`src/common/ipt_pkg.sv`:
```
// Overview of operation
// - Data bytes travel least significant byte first in both directions.
// - Write data byte count must match length; 16/32-bit values stored at address.
// - 64-bit write stores low four bytes at address, high four at address plus 2.
// - Read returns length-field bytes; 64-bit reads fetch address then address plus 2.
// - Read address is refused while data is not ready; controller retries bare read phase.
// - With checksum on, device appends CRC over write byte, control, read byte, data.
// - Two receive buffers alternate; a request arriving during parsing is captured whole.
// - With both receive buffers pending, a new write address byte is refused.
// - Read results go to two transmit buffers; reads wait while both are occupied.
// - Transmit buffer freed after full readout; a cut-short read restarts from byte zero.
// - CRC-8 polynomial x^8+x^2+x+1, register preset to all ones.
// - Write packets with a mismatching received CRC are silently dropped.
// - Bus byte capture is never held up by packet processing.
// - Control word: direction, checksum enable, length, section, page, offset fields.
// - Length code 00 is 16-bit, 01 is 32-bit, 10 is 64-bit, 11 reserved.
// - Bus target address resets to 0x01 and is software configurable.
package ipt_pkg;
  localparam logic [6:0]  ADDR_RST   = 7'h01;
  localparam logic [7:0]  CRC_INIT   = 8'hff;
  localparam logic [7:0]  CRC_POLY   = 8'h07;
  localparam int          CW_DIR     = 23;
  localparam int          CW_CRC     = 22;
  localparam int          CW_LEN_HI  = 21;
  localparam int          CW_LEN_LO  = 20;
  localparam int          CW_ADDR_HI = 19;
  localparam logic [1:0]  LEN16      = 2'h0;
  localparam logic [1:0]  LEN32      = 2'h1;
  localparam logic [1:0]  LEN64      = 2'h2;
  localparam logic [1:0]  LENRSV     = 2'h3;
  localparam logic [3:0]  CW_BYTES   = 4'h3;
  localparam logic [3:0]  CNT_MAX    = 4'hf;
  localparam logic [3:0]  DATA_END   = 4'hb;
  localparam logic [3:0]  CRC_PRE    = 4'h5;
  localparam logic [3:0]  K_RADDR    = 4'h4;
  localparam logic [2:0]  BIT_LAST   = 3'h7;
  localparam logic [21:0] ADDR_STEP  = 22'h000002;
  localparam logic [7:0]  REG_CFG    = 8'h00;
  localparam logic [7:0]  REG_STAT   = 8'h04;

  typedef struct packed {
    logic [23:0] ctrl;
    logic [63:0] data;
    logic [3:0]  cnt;
    logic        crc_ok;
  } ipt_rx_type;

  typedef struct packed {
    logic [63:0] data;
    logic [7:0]  crc;
    logic [3:0]  n;
    logic        crc_en;
  } ipt_tx_type;

  typedef struct packed {
    logic [15:0] rsvd_hi;
    logic [7:0]  drops;
    logic [2:0]  rsvd_lo;
    logic        busy;
    logic [1:0]  tx_full;
    logic [1:0]  rx_full;
  } ipt_stat_type;

  // One byte through the CRC, MSB first
  function automatic logic [7:0] crc8(input logic [7:0] c, input logic [7:0] b);
    logic [7:0] r;
    r = c;
    for (int i = 7; i >= 0; i--) begin
      r = (r[7] ^ b[i]) ? ({r[6:0], 1'b0} ^ CRC_POLY) : {r[6:0], 1'b0};
    end
    return r;
  endfunction : crc8
endpackage : ipt_pkg

```
`src/design/ipt_engine.sv`:
```
// The APB interface to the registers and the register offsets were decided locally.
`timescale 1ns/100ps
module ipt_engine #(
  parameter int PADDR_W = 8
) (
  input  wire logic               clk,
  input  wire logic               rst_b,
  input  wire logic               scl_i,
  input  wire logic               sda_i,
  output logic                    sda_o,
  output logic                    sda_oe_b,
  input  wire logic               psel,
  input  wire logic               penable,
  input  wire logic               pwrite,
  input  wire logic [PADDR_W-1:0] paddr,
  input  wire logic [31:0]        pwdata,
  output logic [31:0]             prdata,
  output logic                    pready,
  output logic                    pslverr,
  output logic                    mem_req,
  output logic                    mem_we,
  output logic                    mem_wide,
  output logic [21:0]             mem_addr,
  output logic [31:0]             mem_wdata,
  input  wire logic               mem_ack,
  input  wire logic [31:0]        mem_rdata
);
  typedef enum logic [2:0] {L_IDLE, L_ADDR, L_RX, L_ACKON, L_ACK, L_TX, L_TACK, L_TXLD}
    ipt_link_type;
  typedef enum logic [1:0] {P_IDLE, P_MEM, P_CRC} ipt_proc_type;

  function automatic logic [3:0] len_bytes(input logic [1:0] len);
    unique case (len)
      ipt_pkg::LEN16: return 4'h2;
      ipt_pkg::LEN32: return 4'h4;
      ipt_pkg::LEN64: return 4'h8;
      default:        return 4'h0;
    endcase
  endfunction : len_bytes

  logic               scl_s1_q, scl_s2_q, scl_s3_q, sda_s1_q, sda_s2_q, sda_s3_q;
  ipt_link_type       l_state_q;
  logic [2:0]         bit_q;
  logic [7:0]         sr_q, tx_sr_q, cap_crc_q, drops_q;
  logic               ack_q, tx_mode_q, cap_act_q;
  logic [6:0]         tgt_q;
  logic [3:0]         tx_idx_q;
  ipt_pkg::ipt_rx_type cap_q;
  ipt_pkg::ipt_rx_type rx_buf_q [2];
  ipt_pkg::ipt_tx_type tx_buf_q [2];
  logic [1:0]         rx_full_q, tx_full_q;
  logic               wr_sel_q, pr_sel_q, tf_sel_q, rd_sel_q;
  ipt_proc_type       p_state_q;
  logic               part_q;
  logic [63:0]        rd_data_q;
  logic [7:0]         crc_q;
  logic [3:0]         k_q;
  ipt_pkg::ipt_stat_type stat;

  // Pin synchronisers
  always_ff @(posedge clk) begin
    if (!rst_b) begin
      scl_s1_q <= 1'b1;
      scl_s2_q <= 1'b1;
      scl_s3_q <= 1'b1;
      sda_s1_q <= 1'b1;
      sda_s2_q <= 1'b1;
      sda_s3_q <= 1'b1;
    end else begin
      scl_s1_q <= scl_i;
      scl_s2_q <= scl_s1_q;
      scl_s3_q <= scl_s2_q;
      sda_s1_q <= sda_i;
      sda_s2_q <= sda_s1_q;
      sda_s3_q <= sda_s2_q;
    end
  end

  wire scl_rise  = scl_s2_q & ~scl_s3_q;
  wire scl_fall  = ~scl_s2_q & scl_s3_q;
  wire start_det = scl_s2_q & scl_s3_q & sda_s3_q & ~sda_s2_q;
  wire stop_det  = scl_s2_q & scl_s3_q & ~sda_s3_q & sda_s2_q;
  wire frame_end = start_det | stop_det;
  wire [7:0] sr_next = {sr_q[6:0], sda_s2_q};
  wire byte_done = scl_rise && (bit_q == ipt_pkg::BIT_LAST)
                   && (l_state_q == L_ADDR || l_state_q == L_RX);
  wire addr_hit  = byte_done && (l_state_q == L_ADDR) && (sr_next[7:1] == tgt_q);
  wire rx_set    = frame_end && cap_act_q && (cap_q.cnt >= ipt_pkg::CW_BYTES);

  ipt_pkg::ipt_tx_type tx_cur;
  logic [7:0]          tx_now;
  logic [3:0]          tx_total;
  always_comb begin
    tx_cur   = tx_buf_q[rd_sel_q];
    tx_total = tx_cur.n + {3'h0, tx_cur.crc_en};
    tx_now   = (tx_idx_q < tx_cur.n) ? tx_cur.data[{tx_idx_q[2:0], 3'h0} +: 8] : tx_cur.crc;
  end
  wire tx_clr = (l_state_q == L_TACK) && scl_rise && (tx_idx_q + 4'h1 == tx_total);

  // Byte-level bus target
  always_ff @(posedge clk) begin
    if (!rst_b) begin
      l_state_q <= L_IDLE;
      bit_q     <= '0;
      sr_q      <= '0;
      tx_sr_q   <= '0;
      ack_q     <= 1'b0;
      tx_mode_q <= 1'b0;
      tx_idx_q  <= '0;
      sda_oe_b  <= 1'b1;
      sda_o     <= 1'b0;
    end else if (start_det) begin
      l_state_q <= L_ADDR;
      bit_q     <= '0;
      sda_oe_b  <= 1'b1;
    end else if (stop_det) begin
      l_state_q <= L_IDLE;
      sda_oe_b  <= 1'b1;
    end else begin
      unique case (l_state_q)
        L_IDLE: ;
        L_ADDR, L_RX: begin
          if (scl_rise) begin
            sr_q  <= sr_next;
            bit_q <= bit_q + 3'h1;
          end
          if (byte_done) begin
            l_state_q <= L_ACKON;
            if (l_state_q == L_RX) begin
              ack_q <= 1'b1;
            end else begin
              tx_mode_q <= sr_next[0];
              tx_idx_q  <= '0;
              ack_q     <= addr_hit && (sr_next[0] ? tx_full_q[rd_sel_q]
                                                   : !rx_full_q[wr_sel_q]);
            end
          end
        end
        L_ACKON: if (scl_fall) begin
          sda_oe_b  <= ~ack_q;
          l_state_q <= L_ACK;
        end
        L_ACK: if (scl_fall) begin
          bit_q <= '0;
          if (!ack_q) begin
            sda_oe_b  <= 1'b1;
            l_state_q <= L_IDLE;
          end else if (tx_mode_q) begin
            tx_sr_q   <= tx_now;
            sda_oe_b  <= tx_now[7];
            l_state_q <= L_TX;
          end else begin
            sda_oe_b  <= 1'b1;
            l_state_q <= L_RX;
          end
        end
        L_TX: if (scl_fall) begin
          if (bit_q == ipt_pkg::BIT_LAST) begin
            sda_oe_b  <= 1'b1;
            l_state_q <= L_TACK;
          end else begin
            bit_q    <= bit_q + 3'h1;
            tx_sr_q  <= {tx_sr_q[6:0], 1'b0};
            sda_oe_b <= tx_sr_q[6];
          end
        end
        L_TACK: if (scl_rise) begin
          tx_idx_q  <= tx_idx_q + 4'h1;
          l_state_q <= sda_s2_q ? L_IDLE : L_TXLD;
        end
        L_TXLD: if (scl_fall) begin
          tx_sr_q   <= tx_now;
          sda_oe_b  <= tx_now[7];
          bit_q     <= '0;
          l_state_q <= L_TX;
        end
      endcase
    end
  end

  // Packet capture into the free receive buffer
  always_ff @(posedge clk) begin
    if (!rst_b) begin
      cap_act_q <= 1'b0;
      cap_q     <= '0;
      cap_crc_q <= ipt_pkg::CRC_INIT;
    end else if (frame_end) begin
      cap_act_q <= 1'b0;
      if (rx_set) begin
        rx_buf_q[wr_sel_q]        <= cap_q;
        rx_buf_q[wr_sel_q].crc_ok <= (cap_crc_q == 8'h00);
      end
    end else if (addr_hit && !sr_next[0] && !rx_full_q[wr_sel_q]) begin
      cap_act_q <= 1'b1;
      cap_q     <= '0;
      cap_crc_q <= ipt_pkg::crc8(ipt_pkg::CRC_INIT, sr_next);
    end else if (cap_act_q && byte_done && l_state_q == L_RX) begin
      cap_crc_q <= ipt_pkg::crc8(cap_crc_q, sr_next);
      if (cap_q.cnt < ipt_pkg::CW_BYTES) begin
        cap_q.ctrl <= {cap_q.ctrl[15:0], sr_next};
      end else if (cap_q.cnt < ipt_pkg::DATA_END) begin
        cap_q.data[{3'(cap_q.cnt - ipt_pkg::CW_BYTES), 3'h0} +: 8] <= sr_next;
      end
      if (cap_q.cnt != ipt_pkg::CNT_MAX) begin
        cap_q.cnt <= cap_q.cnt + 4'h1;
      end
    end
  end

  ipt_pkg::ipt_rx_type pe;
  logic [1:0] pe_len;
  logic [3:0] pe_n;
  logic       pe_rd, pe_crc, pe_bad, crc_bad;
  logic [7:0] crc_byte;
  always_comb begin
    pe      = rx_buf_q[pr_sel_q];
    pe_len  = pe.ctrl[ipt_pkg::CW_LEN_HI:ipt_pkg::CW_LEN_LO];
    pe_n    = len_bytes(pe_len);
    pe_rd   = pe.ctrl[ipt_pkg::CW_DIR];
    pe_crc  = pe.ctrl[ipt_pkg::CW_CRC];
    crc_bad = !pe_rd && pe_crc && !pe.crc_ok;
    pe_bad  = (pe_len == ipt_pkg::LENRSV) || crc_bad
              || (!pe_rd && pe.cnt != ipt_pkg::CW_BYTES + pe_n + {3'h0, pe_crc});
    if (k_q == 4'h0) begin
      crc_byte = {tgt_q, 1'b0};
    end else if (k_q < ipt_pkg::K_RADDR) begin
      crc_byte = pe.ctrl[{2'(ipt_pkg::CW_BYTES - k_q), 3'h0} +: 8];
    end else if (k_q == ipt_pkg::K_RADDR) begin
      crc_byte = {tgt_q, 1'b1};
    end else begin
      crc_byte = rd_data_q[{3'(k_q - ipt_pkg::CRC_PRE), 3'h0} +: 8];
    end
  end

  wire p_go     = (p_state_q == P_IDLE) && rx_full_q[pr_sel_q];
  wire mem_fin  = (p_state_q == P_MEM) && mem_ack && (part_q || pe_len != ipt_pkg::LEN64);
  wire tx_set   = (p_state_q == P_CRC) && (k_q == ipt_pkg::CRC_PRE + pe_n - 4'h1);
  wire rx_clr   = (p_go && pe_bad) || (mem_fin && mem_we) || tx_set;

  // Request parser and memory sequencer
  always_ff @(posedge clk) begin
    if (!rst_b) begin
      p_state_q <= P_IDLE;
      mem_req   <= 1'b0;
      mem_we    <= 1'b0;
      mem_wide  <= 1'b0;
      mem_addr  <= '0;
      mem_wdata <= '0;
      part_q    <= 1'b0;
      rd_data_q <= '0;
      crc_q     <= ipt_pkg::CRC_INIT;
      k_q       <= '0;
    end else begin
      unique case (p_state_q)
        P_IDLE: if (p_go && !pe_bad && (!pe_rd || !tx_full_q[tf_sel_q])) begin
          mem_req   <= 1'b1;
          mem_we    <= !pe_rd;
          mem_wide  <= (pe_len != ipt_pkg::LEN16);
          mem_addr  <= 22'(pe.ctrl[ipt_pkg::CW_ADDR_HI:0]);
          mem_wdata <= pe.data[31:0];
          part_q    <= 1'b0;
          rd_data_q <= '0;
          p_state_q <= P_MEM;
        end
        P_MEM: if (mem_ack) begin
          if (part_q) begin
            rd_data_q[63:32] <= mem_rdata;
          end else begin
            rd_data_q[31:0] <= mem_wide ? mem_rdata : {16'h0000, mem_rdata[15:0]};
          end
          if (!mem_fin) begin
            part_q    <= 1'b1;
            mem_addr  <= mem_addr + ipt_pkg::ADDR_STEP;
            mem_wdata <= pe.data[63:32];
          end else begin
            mem_req   <= 1'b0;
            crc_q     <= ipt_pkg::CRC_INIT;
            k_q       <= '0;
            p_state_q <= mem_we ? P_IDLE : P_CRC;
          end
        end
        P_CRC: begin
          crc_q <= ipt_pkg::crc8(crc_q, crc_byte);
          k_q   <= k_q + 4'h1;
          if (tx_set) begin
            tx_buf_q[tf_sel_q] <= '{data: rd_data_q, crc: ipt_pkg::crc8(crc_q, crc_byte),
                                    n: pe_n, crc_en: pe_crc};
            p_state_q <= P_IDLE;
          end
        end
        default: p_state_q <= P_IDLE;
      endcase
    end
  end

  // Buffer occupancy, set wins over clear
  always_ff @(posedge clk) begin
    if (!rst_b) begin
      rx_full_q <= '0;
      tx_full_q <= '0;
      wr_sel_q  <= 1'b0;
      pr_sel_q  <= 1'b0;
      tf_sel_q  <= 1'b0;
      rd_sel_q  <= 1'b0;
    end else begin
      if (rx_clr) begin
        rx_full_q[pr_sel_q] <= 1'b0;
        pr_sel_q            <= ~pr_sel_q;
      end
      if (rx_set) begin
        rx_full_q[wr_sel_q] <= 1'b1;
        wr_sel_q            <= ~wr_sel_q;
      end
      if (tx_clr) begin
        tx_full_q[rd_sel_q] <= 1'b0;
        rd_sel_q            <= ~rd_sel_q;
      end
      if (tx_set) begin
        tx_full_q[tf_sel_q] <= 1'b1;
        tf_sel_q            <= ~tf_sel_q;
      end
    end
  end

  always_ff @(posedge clk) begin
    if (!rst_b) begin
      drops_q <= '0;
    end else if (p_go && crc_bad && drops_q != 8'hff) begin
      drops_q <= drops_q + 8'h01;
    end
  end

  // APB register slave
  always_comb begin
    stat         = '0;
    stat.drops   = drops_q;
    stat.busy    = (p_state_q != P_IDLE);
    stat.tx_full = tx_full_q;
    stat.rx_full = rx_full_q;
  end

  always_ff @(posedge clk) begin
    if (!rst_b) begin
      tgt_q   <= ipt_pkg::ADDR_RST;
      prdata  <= '0;
      pready  <= 1'b0;
      pslverr <= 1'b0;
    end else begin
      pready  <= 1'b0;
      pslverr <= 1'b0;
      if (psel && penable && !pready) begin
        pready <= 1'b1;
        prdata <= '0;
        if (8'(paddr) == ipt_pkg::REG_CFG) begin
          if (pwrite) begin
            tgt_q <= pwdata[6:0];
          end
          prdata <= {25'h0, tgt_q};
        end else if (8'(paddr) == ipt_pkg::REG_STAT) begin
          prdata <= stat;
        end else begin
          pslverr <= 1'b1;
        end
      end
    end
  end

  a_nack_rx_full: assert property (@(posedge clk) disable iff (!rst_b)
    addr_hit && !sr_next[0] && (&rx_full_q) |=> !ack_q ##1 (l_state_q != L_ACK) [*1])
    else $error("write address acked with both receive buffers full");
  a_nack_not_ready: assert property (@(posedge clk) disable iff (!rst_b)
    addr_hit && sr_next[0] && !tx_full_q[rd_sel_q] |=> !ack_q)
    else $error("read address acked with no transmit data");
  a_crc_drop: assert property (@(posedge clk) disable iff (!rst_b)
    p_go && crc_bad |=> !mem_req && p_state_q == P_IDLE)
    else $error("write with bad CRC reached memory");
  a_reserved_len: assert property (@(posedge clk) disable iff (!rst_b)
    p_go && pe_len == ipt_pkg::LENRSV |=> !mem_req && $changed(pr_sel_q))
    else $error("reserved length not discarded");
  a_second_half: assert property (@(posedge clk) disable iff (!rst_b)
    $rose(part_q) |-> mem_addr == $past(mem_addr) + ipt_pkg::ADDR_STEP && mem_req)
    else $error("second half address not plus two");
  a_tx_full_wait: assert property (@(posedge clk) disable iff (!rst_b)
    p_go && pe_rd && (&tx_full_q) |=> p_state_q == P_IDLE && !mem_req)
    else $error("read processed with transmit buffers full");
  a_rx_capture: assert property (@(posedge clk) disable iff (!rst_b)
    rx_set && !rx_clr |=> $countones(rx_full_q) == $countones($past(rx_full_q)) + 1)
    else $error("captured request not held");
  a_tx_release: assert property (@(posedge clk) disable iff (!rst_b)
    tx_clr && !tx_set |=> $countones(tx_full_q) == $countones($past(tx_full_q)) - 1)
    else $error("transmit buffer not freed after readout");
  a_ack_drive: assert property (@(posedge clk) disable iff (!rst_b)
    l_state_q == L_ACKON && scl_fall && ack_q && !frame_end |=> !sda_oe_b)
    else $error("acknowledge not driven");
endmodule : ipt_engine

```
`config.mk`:
```
export PLATFORM = sky130hd
export DESIGN_NAME = ipt_engine
export DESIGN_NICKNAME = d
export VERILOG_FILES = /design/src/common/ipt_pkg.sv /design/src/design/ipt_engine.sv
export SDC_FILE = /design/constraint.sdc
export NUM_CORES = 1
export LEC_CHECK = 0
export ABC_AREA = 1
export BUFFER_PORTS_ARGS = -buffer_cell sky130_fd_sc_hd__buf_2
export CAP_MARGIN = 5
export CORE_ASPECT_RATIO = 0.5
export CORE_MARGIN = 8
export CORE_UTILIZATION = 60
export CTS_BUF_LIST = sky130_fd_sc_hd__clkbuf_8
export CTS_CLUSTER_DIAMETER = 100
export CTS_CLUSTER_SIZE = 30
export DETAILED_ROUTE_END_ITERATION = 7
export PLACE_DENSITY = 0.77
export SLEW_MARGIN = 30
export SYNTH_ARGS = -nofsm -noshare
export SYNTH_HDL_FRONTEND = slang
export SYNTH_SLANG_ARGS = --single-unit
export TNS_END_PERCENT = 100
```
`constraint.sdc`:
```
create_clock -name clk -period 9.9 [get_ports clk]
set_clock_uncertainty 0.1 [all_clocks]
set_input_delay 0.495 -clock clk [delete_from_list [all_inputs] [get_ports clk]]
set_output_delay 0.495 -clock clk [all_outputs]
set_load 0.05 [all_outputs]
```
Word level (Yosys, flattened, before mapping) --
Memories as Yosys holds them, arrays and structs flattened. A register that Yosys moved wholly into a read port is not among the register bits. Cells that the tools add are included.
Word-level totals: flip-flop bits (word level) 327, latch bits 0, RAM bits 340, memory bits (read-only) 0, input bits 80, output and inout port bits 93, word-level logic and storage cells 445, memories kept 2
Memory list:
- rx_buf_q | depth 2, bits a word 93, rd ports 1, clocked after memory_dff 1, wr ports 1, RTL line ipt_engine.sv:49 | ipt_pkg::ipt_rx_type rx_buf_q [2];
- tx_buf_q | depth 2, bits a word 77, rd ports 1, clocked after memory_dff 1, wr ports 1, RTL line ipt_engine.sv:50 | ipt_pkg::ipt_tx_type tx_buf_q [2];
Operators by class: add/subtract/negate cells 15, $mul 0, div/mod/pow operators 0, magnitude comparators 13, equality and inequality tests 50, shift operators 5, multiplexer cells 150, bitwise operators 76, reductions and logical operators 92
Operators with widths (count):
- 64-bit two-way mux | 4
- 32-bit two-way mux | 6
- 92-bit two-way mux | 2
- 64-bit case mux with 2 select lines | 1
- 64-bit by 7-bit variable part select with 8-bit output | 2
- 3-bit two-way mux | 38
- 3-bit NOT | 23
- 22-bit two-way mux | 3
- 64-bit bitwise mux | 1
- 8-bit two-way mux | 8
- 32-bit case mux with 2 select lines | 1
- 8-bit by 8-bit variable shift with 64-bit output (first input constant) | 1
- 8-bit by 8-bit variable part select with 64-bit output | 1
- 1-bit two-way mux | 44
- 22-bit case mux with 2 select lines | 1
- 7-bit two-way mux | 6
- 2-bit inequality test (second input constant) | 20
- 1-bit logical AND | 32
- 16-bit two-way mux | 2
- 4-bit inequality test (second input constant) | 8
- 4-bit AND reduction | 8
- 24-bit two-way mux | 1
- 4-bit two-way mux | 6
- 24-bit by 6-bit variable part select with 8-bit output | 1
- 68 further kinds | 181

Logic depth before layout (Yosys ltp) --
depth in word-level cells 22, gate-level depth with buffers 21, mapped depth without buffers 18

Worst setup path before layout --
OpenSTA, ideal clock, no wires.
path kind register -> register, start reg with a tool-made name, end mem tx_buf_q[0][0] (netlist bit), enable pin, setup time 0.606 ns, arrival time 7.124 ns, data required time 9.194 ns, setup slack 2.070 ns, cell stages (with the launch flop) 15, buffers on the path 3, clock period less this slack 7.830 ns, path through dfxtp_1 -> buf_6 -> inv_4 -> buf_4 -> buf_2 -> nand2_1 -> nand2_1 -> inv_1 -> ha_1 -> xor2_1 -> nor3_1 -> inv_1 -> nor2_1 -> inv_1 -> nor3_1
RTL lines (RTL line):
- to (decl) | ipt_engine.sv:50

==> metrics.md <==
| Metric | Value |
|---|---|
| CP Launch Type | `flop` |
| Initial antenna violation count | `0` |
| H-tree depth | `1` |
| Die X | `322.9 um` |
| Clk slew on worst S/H paths | `180 ps` |
| Max Slew Vio Count | `0` |
| Peak supply drop | `0.00009973 V` |
| Antenna Diode Count | `0` |
| Worst Hold Launch | `mem_rdata[25]` |
| Hpwl dp | `46420 um` |
| Vias | `22467` |
| WP data arrival | `5670 ps` |
| # Post-CTS Setup Buffers | `0` |
| R2R Setup Slk | `4670 ps` |
| CTS Buf Count | `25` |
| Area Overhead vs Synth | `5.476%` |
| Critical-path cell list | `buf_4 > nand2_1 > nand2_1 > inv_1 > ha_1 > inv_1 > ha_1 > xnor2_1 > xnor2_1 > nand3_1 > o21ai_2 > nand3_4 > o21ai_4 > buf_4 > nand2_2 > nand2_1 > a21oi_1` |
| FF+latch area | `0.01640 mm2` |
| Area occupied by multi-input gates | `0.01022 mm2` |
| Yosys synthesis warning count | `0` |
| Crit path time final | `5229 ps` |
| I/O pin cnt | `173` |
| Final Non-Filler Cells | `3830` |
| Final GP Congestion | `0.9243` |
| Main area contributors after synthesis | `edfxtp_1, dfxtp_1, nand2_1, nor2_1, a21oi_1` |
| Area share of the leading cell type in the synthesized netlist | `35.91%` |
| Fill cell count | `3885` |
| IO Port Bufs | `129` |
| MaxCap Viol Count | `0` |
| Critical Path End Type | `flop` |
| Nets | `3275` |
| Worst skew pair latency | `690 ps` |
| Post-route setup TNS | `0 ps` |
| Worst hold margin | `31.66 ps` |
| Status | `completed` |
| Root Driver | `clkbuf_8` |
| Number of synthesized flops with an enable pin | `338` |
| Vias in the first global route | `21450` |
| Ys flop type | `edfxtp_1` |
| Synthesized area | `0.02826 mm2` |
| Largest net degree at the start of global routing | `84` |
| Final wirelength | `72500 um` |
| Gr usage total | `25.56%` |
| Worst slew pin tran | `995.7 ps` |
| Row count | `56` |
| Power density over the cells | `142.3 mW/mm2` |
| CTS sink cnt | `650` |
| Final Cell Area | `0.02981 mm2` |
| Period utilization | `52.82%` |
| Max clock buf depth | `3` |
| RSZ-0062 raised after global routing | `no` |
| CP peak stage delay | `730 ps` |
| Slowest CP cell | `buf_4` |
| Path type of the worst min-delay path | `in -> reg` |
| DRT Pass-1 Iters | `6` |
| Rel. slew slack | `33.62%` |
| CTS tree | `built` |
| Share of layout cells above drive strength 1 | `7.738%` |
| Async set-reset flop share out of synthesis | `0%` |
| Placed Cells | `3761` |
| Starting Density | `60.57%` |
| Iteration-0 DRC Markers | `2537` |
| Count of final setup violators | `0` |
| Die Y | `169.5 um` |
| Max Freq | `191.2 MHz` |
| Register area share after synthesis | `58.01%` |
| First-pass GRT wire length | `113800 um` |
| Placed cell areas | `0.02915 mm2` |
| DIE AREA | `0.05473 mm2` |
| Synth unique cells | `56` |
| Total core area | `0.04666 mm2` |
| Mean Syn Cell Area | `9.024 um2` |
| Crit path kind | `reg -> reg` |
| Static Leak | `11.22 nW` |
| Total Power | `4.243 mW` |
| Synthesized flop and latch total | `650` |
| Final hold violations | `0` |
| Crit path max fanout | `77` |
| Post-synth top area cell | `edfxtp_1` |
| Via/cell ratio | `5.866` |
| Post-synthesis cell count | `3132` |
| Final global-route overflow total | `0` |
| Routed Antenna Nets | `0` |
| Top cell by count, worst path | `nand2_1` |
| Drt drc | `0` |
| WP data required | `10340 ps` |
| Drt wl/cell | `18.93 um` |
==> sequential cells by signal, summed over array words and instances (netlist names), 2 cells and up, named ones only <==
name,count
mem_addr,22
rx_full_q,2
p_state_q,2
cap_crc_q,8
rx_buf_q,186
crc_q,8
bit_q,3
rd_data_q,64
tx_sr_q,7
l_state_q,3
prdata,15
tx_buf_q,152
tx_idx_q,4
mem_wdata,32
k_q,4
tgt_q,7
drops_q,8
sr_q,7
tx_full_q,2
cap_q,92
==> layout make-up <==
| type | count | share of cell area, % |
|---|---|---|
| Clock inverter | 21 | 0.3022 |
| Inverter | 217 | 2.762 |
| Clock buffer | 25 | 1.154 |
| Tap cell | 638 | 2.678 |
| Multi-Input combinational cell | 2094 | 34.28 |
| Sequential cell | 650 | 55.01 |
| Timing Repair Buffer | 185 | 3.815 |
==> layout by cell type (no fill, tap or decap), types with 6 or more instances in the layout <==
| cell | count |
|---|---|
| nor3_1 | 44 |
| a31oi_1 | 6 |
| ha_1 | 22 |
| xnor2_1 | 28 |
| inv_1 | 217 |
| o221ai_1 | 17 |
| nor4_1 | 13 |
| nor2_1 | 346 |
| nand4_1 | 49 |
| buf_4 | 31 |
| clkbuf_8 | 25 |
| o21ai_0 | 229 |
| o22ai_1 | 47 |
| a211oi_1 | 15 |
| edfxtp_1 | 338 |
| a21oi_1 | 254 |
| o211ai_1 | 31 |
| or2_2 | 10 |
| conb_1 | 18 |
| dlygate4sd3_1 | 23 |
| xor2_1 | 30 |
| nand2_1 | 621 |
| buf_2 | 128 |
| inv_2 | 12 |
| o21ai_1 | 43 |
| nand3_1 | 207 |
| dfxtp_1 | 310 |
==> power breakdown <==
part	switching, mW	internal (mW)
sequential	0.0151	2.82
clock	0.777	0.244
combinational	0.277	0.111
==> repair_timing <==
| item | CTS | global route |
|---|---|---|
| endpoints found under the hold margin | 23 | 0 |
| hold buffers | 23 | 0 |
| resized for setup | 0 | 0 |
==> per-stage QoR <==
stage               util [%]  setup slack [ps]
floorplan                  -              2070
global placement       62.41              4826
detailed placement     62.46              4748
CTS                    63.88              4699
global route           63.88              4278
finish                 63.88              4671
==> final timing paths <==
check	to	cells past startpoint
max	rd_data_q[20]	17
min	rd_data_q[57]	3
max reg2reg	rd_data_q[20]	17
min reg2reg	sda_s2_q	1
==> synth_stat cells (2+ instances only) <==
library cell	instances
a211oi_1	15
a211oi_2	3
a21oi_1	254
a221o_1	2
a221oi_1	2
a31o_2	2
a31oi_1	6
and2_1	4
and3_1	4
buf_1	7
buf_2	22
buf_4	29
buf_6	15
clkbuf_1	113
clkbuf_2	2
clkinv_1	5
dfxtp_1	312
edfxtp_1	338
ha_1	22
inv_1	200
inv_2	10
mux2i_1	4
nand2_1	623
nand2_2	4
nand3_1	207
nand3b_1	3
nand4_1	49
nor2_1	350
nor2_2	3
nor3_1	45
nor3_2	3
nor4_1	13
o211ai_1	31
o21a_1	2
o21ai_0	229
o21ai_1	43
o21ai_2	5
o21bai_1	2
o221ai_1	17
o22ai_1	47
o31ai_1	3
or2_1	2
or2_2	10
xnor2_1	28
xor2_1	31
==> metal layers <==
metal | vias to the layer above | GRT usage [%] | routed length (um)
met5 | - | 0 | 0
met4 | 0 | 9.198 | 2431
met3 | 174 | 3.511 | 5306
met2 | 880 | 43.95 | 34830
met1 | 10698 | 33.17 | 29930
li1 | 10715 | - | -
==> worst max-delay path: cells and delay by family (launching register included) <==
family	cells	cell delay, ps
flip-flops	1	640
buffers and inverters	4	1620
AO/OA/AOI/OAI	3	410
adder cells (fa/ha/maj)	2	460
AND/OR/NAND/NOR	6	1510
XOR/XNOR	2	270
==> cell families after synthesis <==
group / count (synthesis) / share of synthesized area, %
buf+inv: 405 / 6.282
xor+xnor: 59 / 1.828
compound gates: 668 / 13.10
mux: 4 / 0.1417
flops: 650 / 58.01
simple gates: 1323 / 19.65
other cells: 1 / 0.01327
fa+ha+maj: 22 / 0.9739
(Power assumes the default switching activity.)
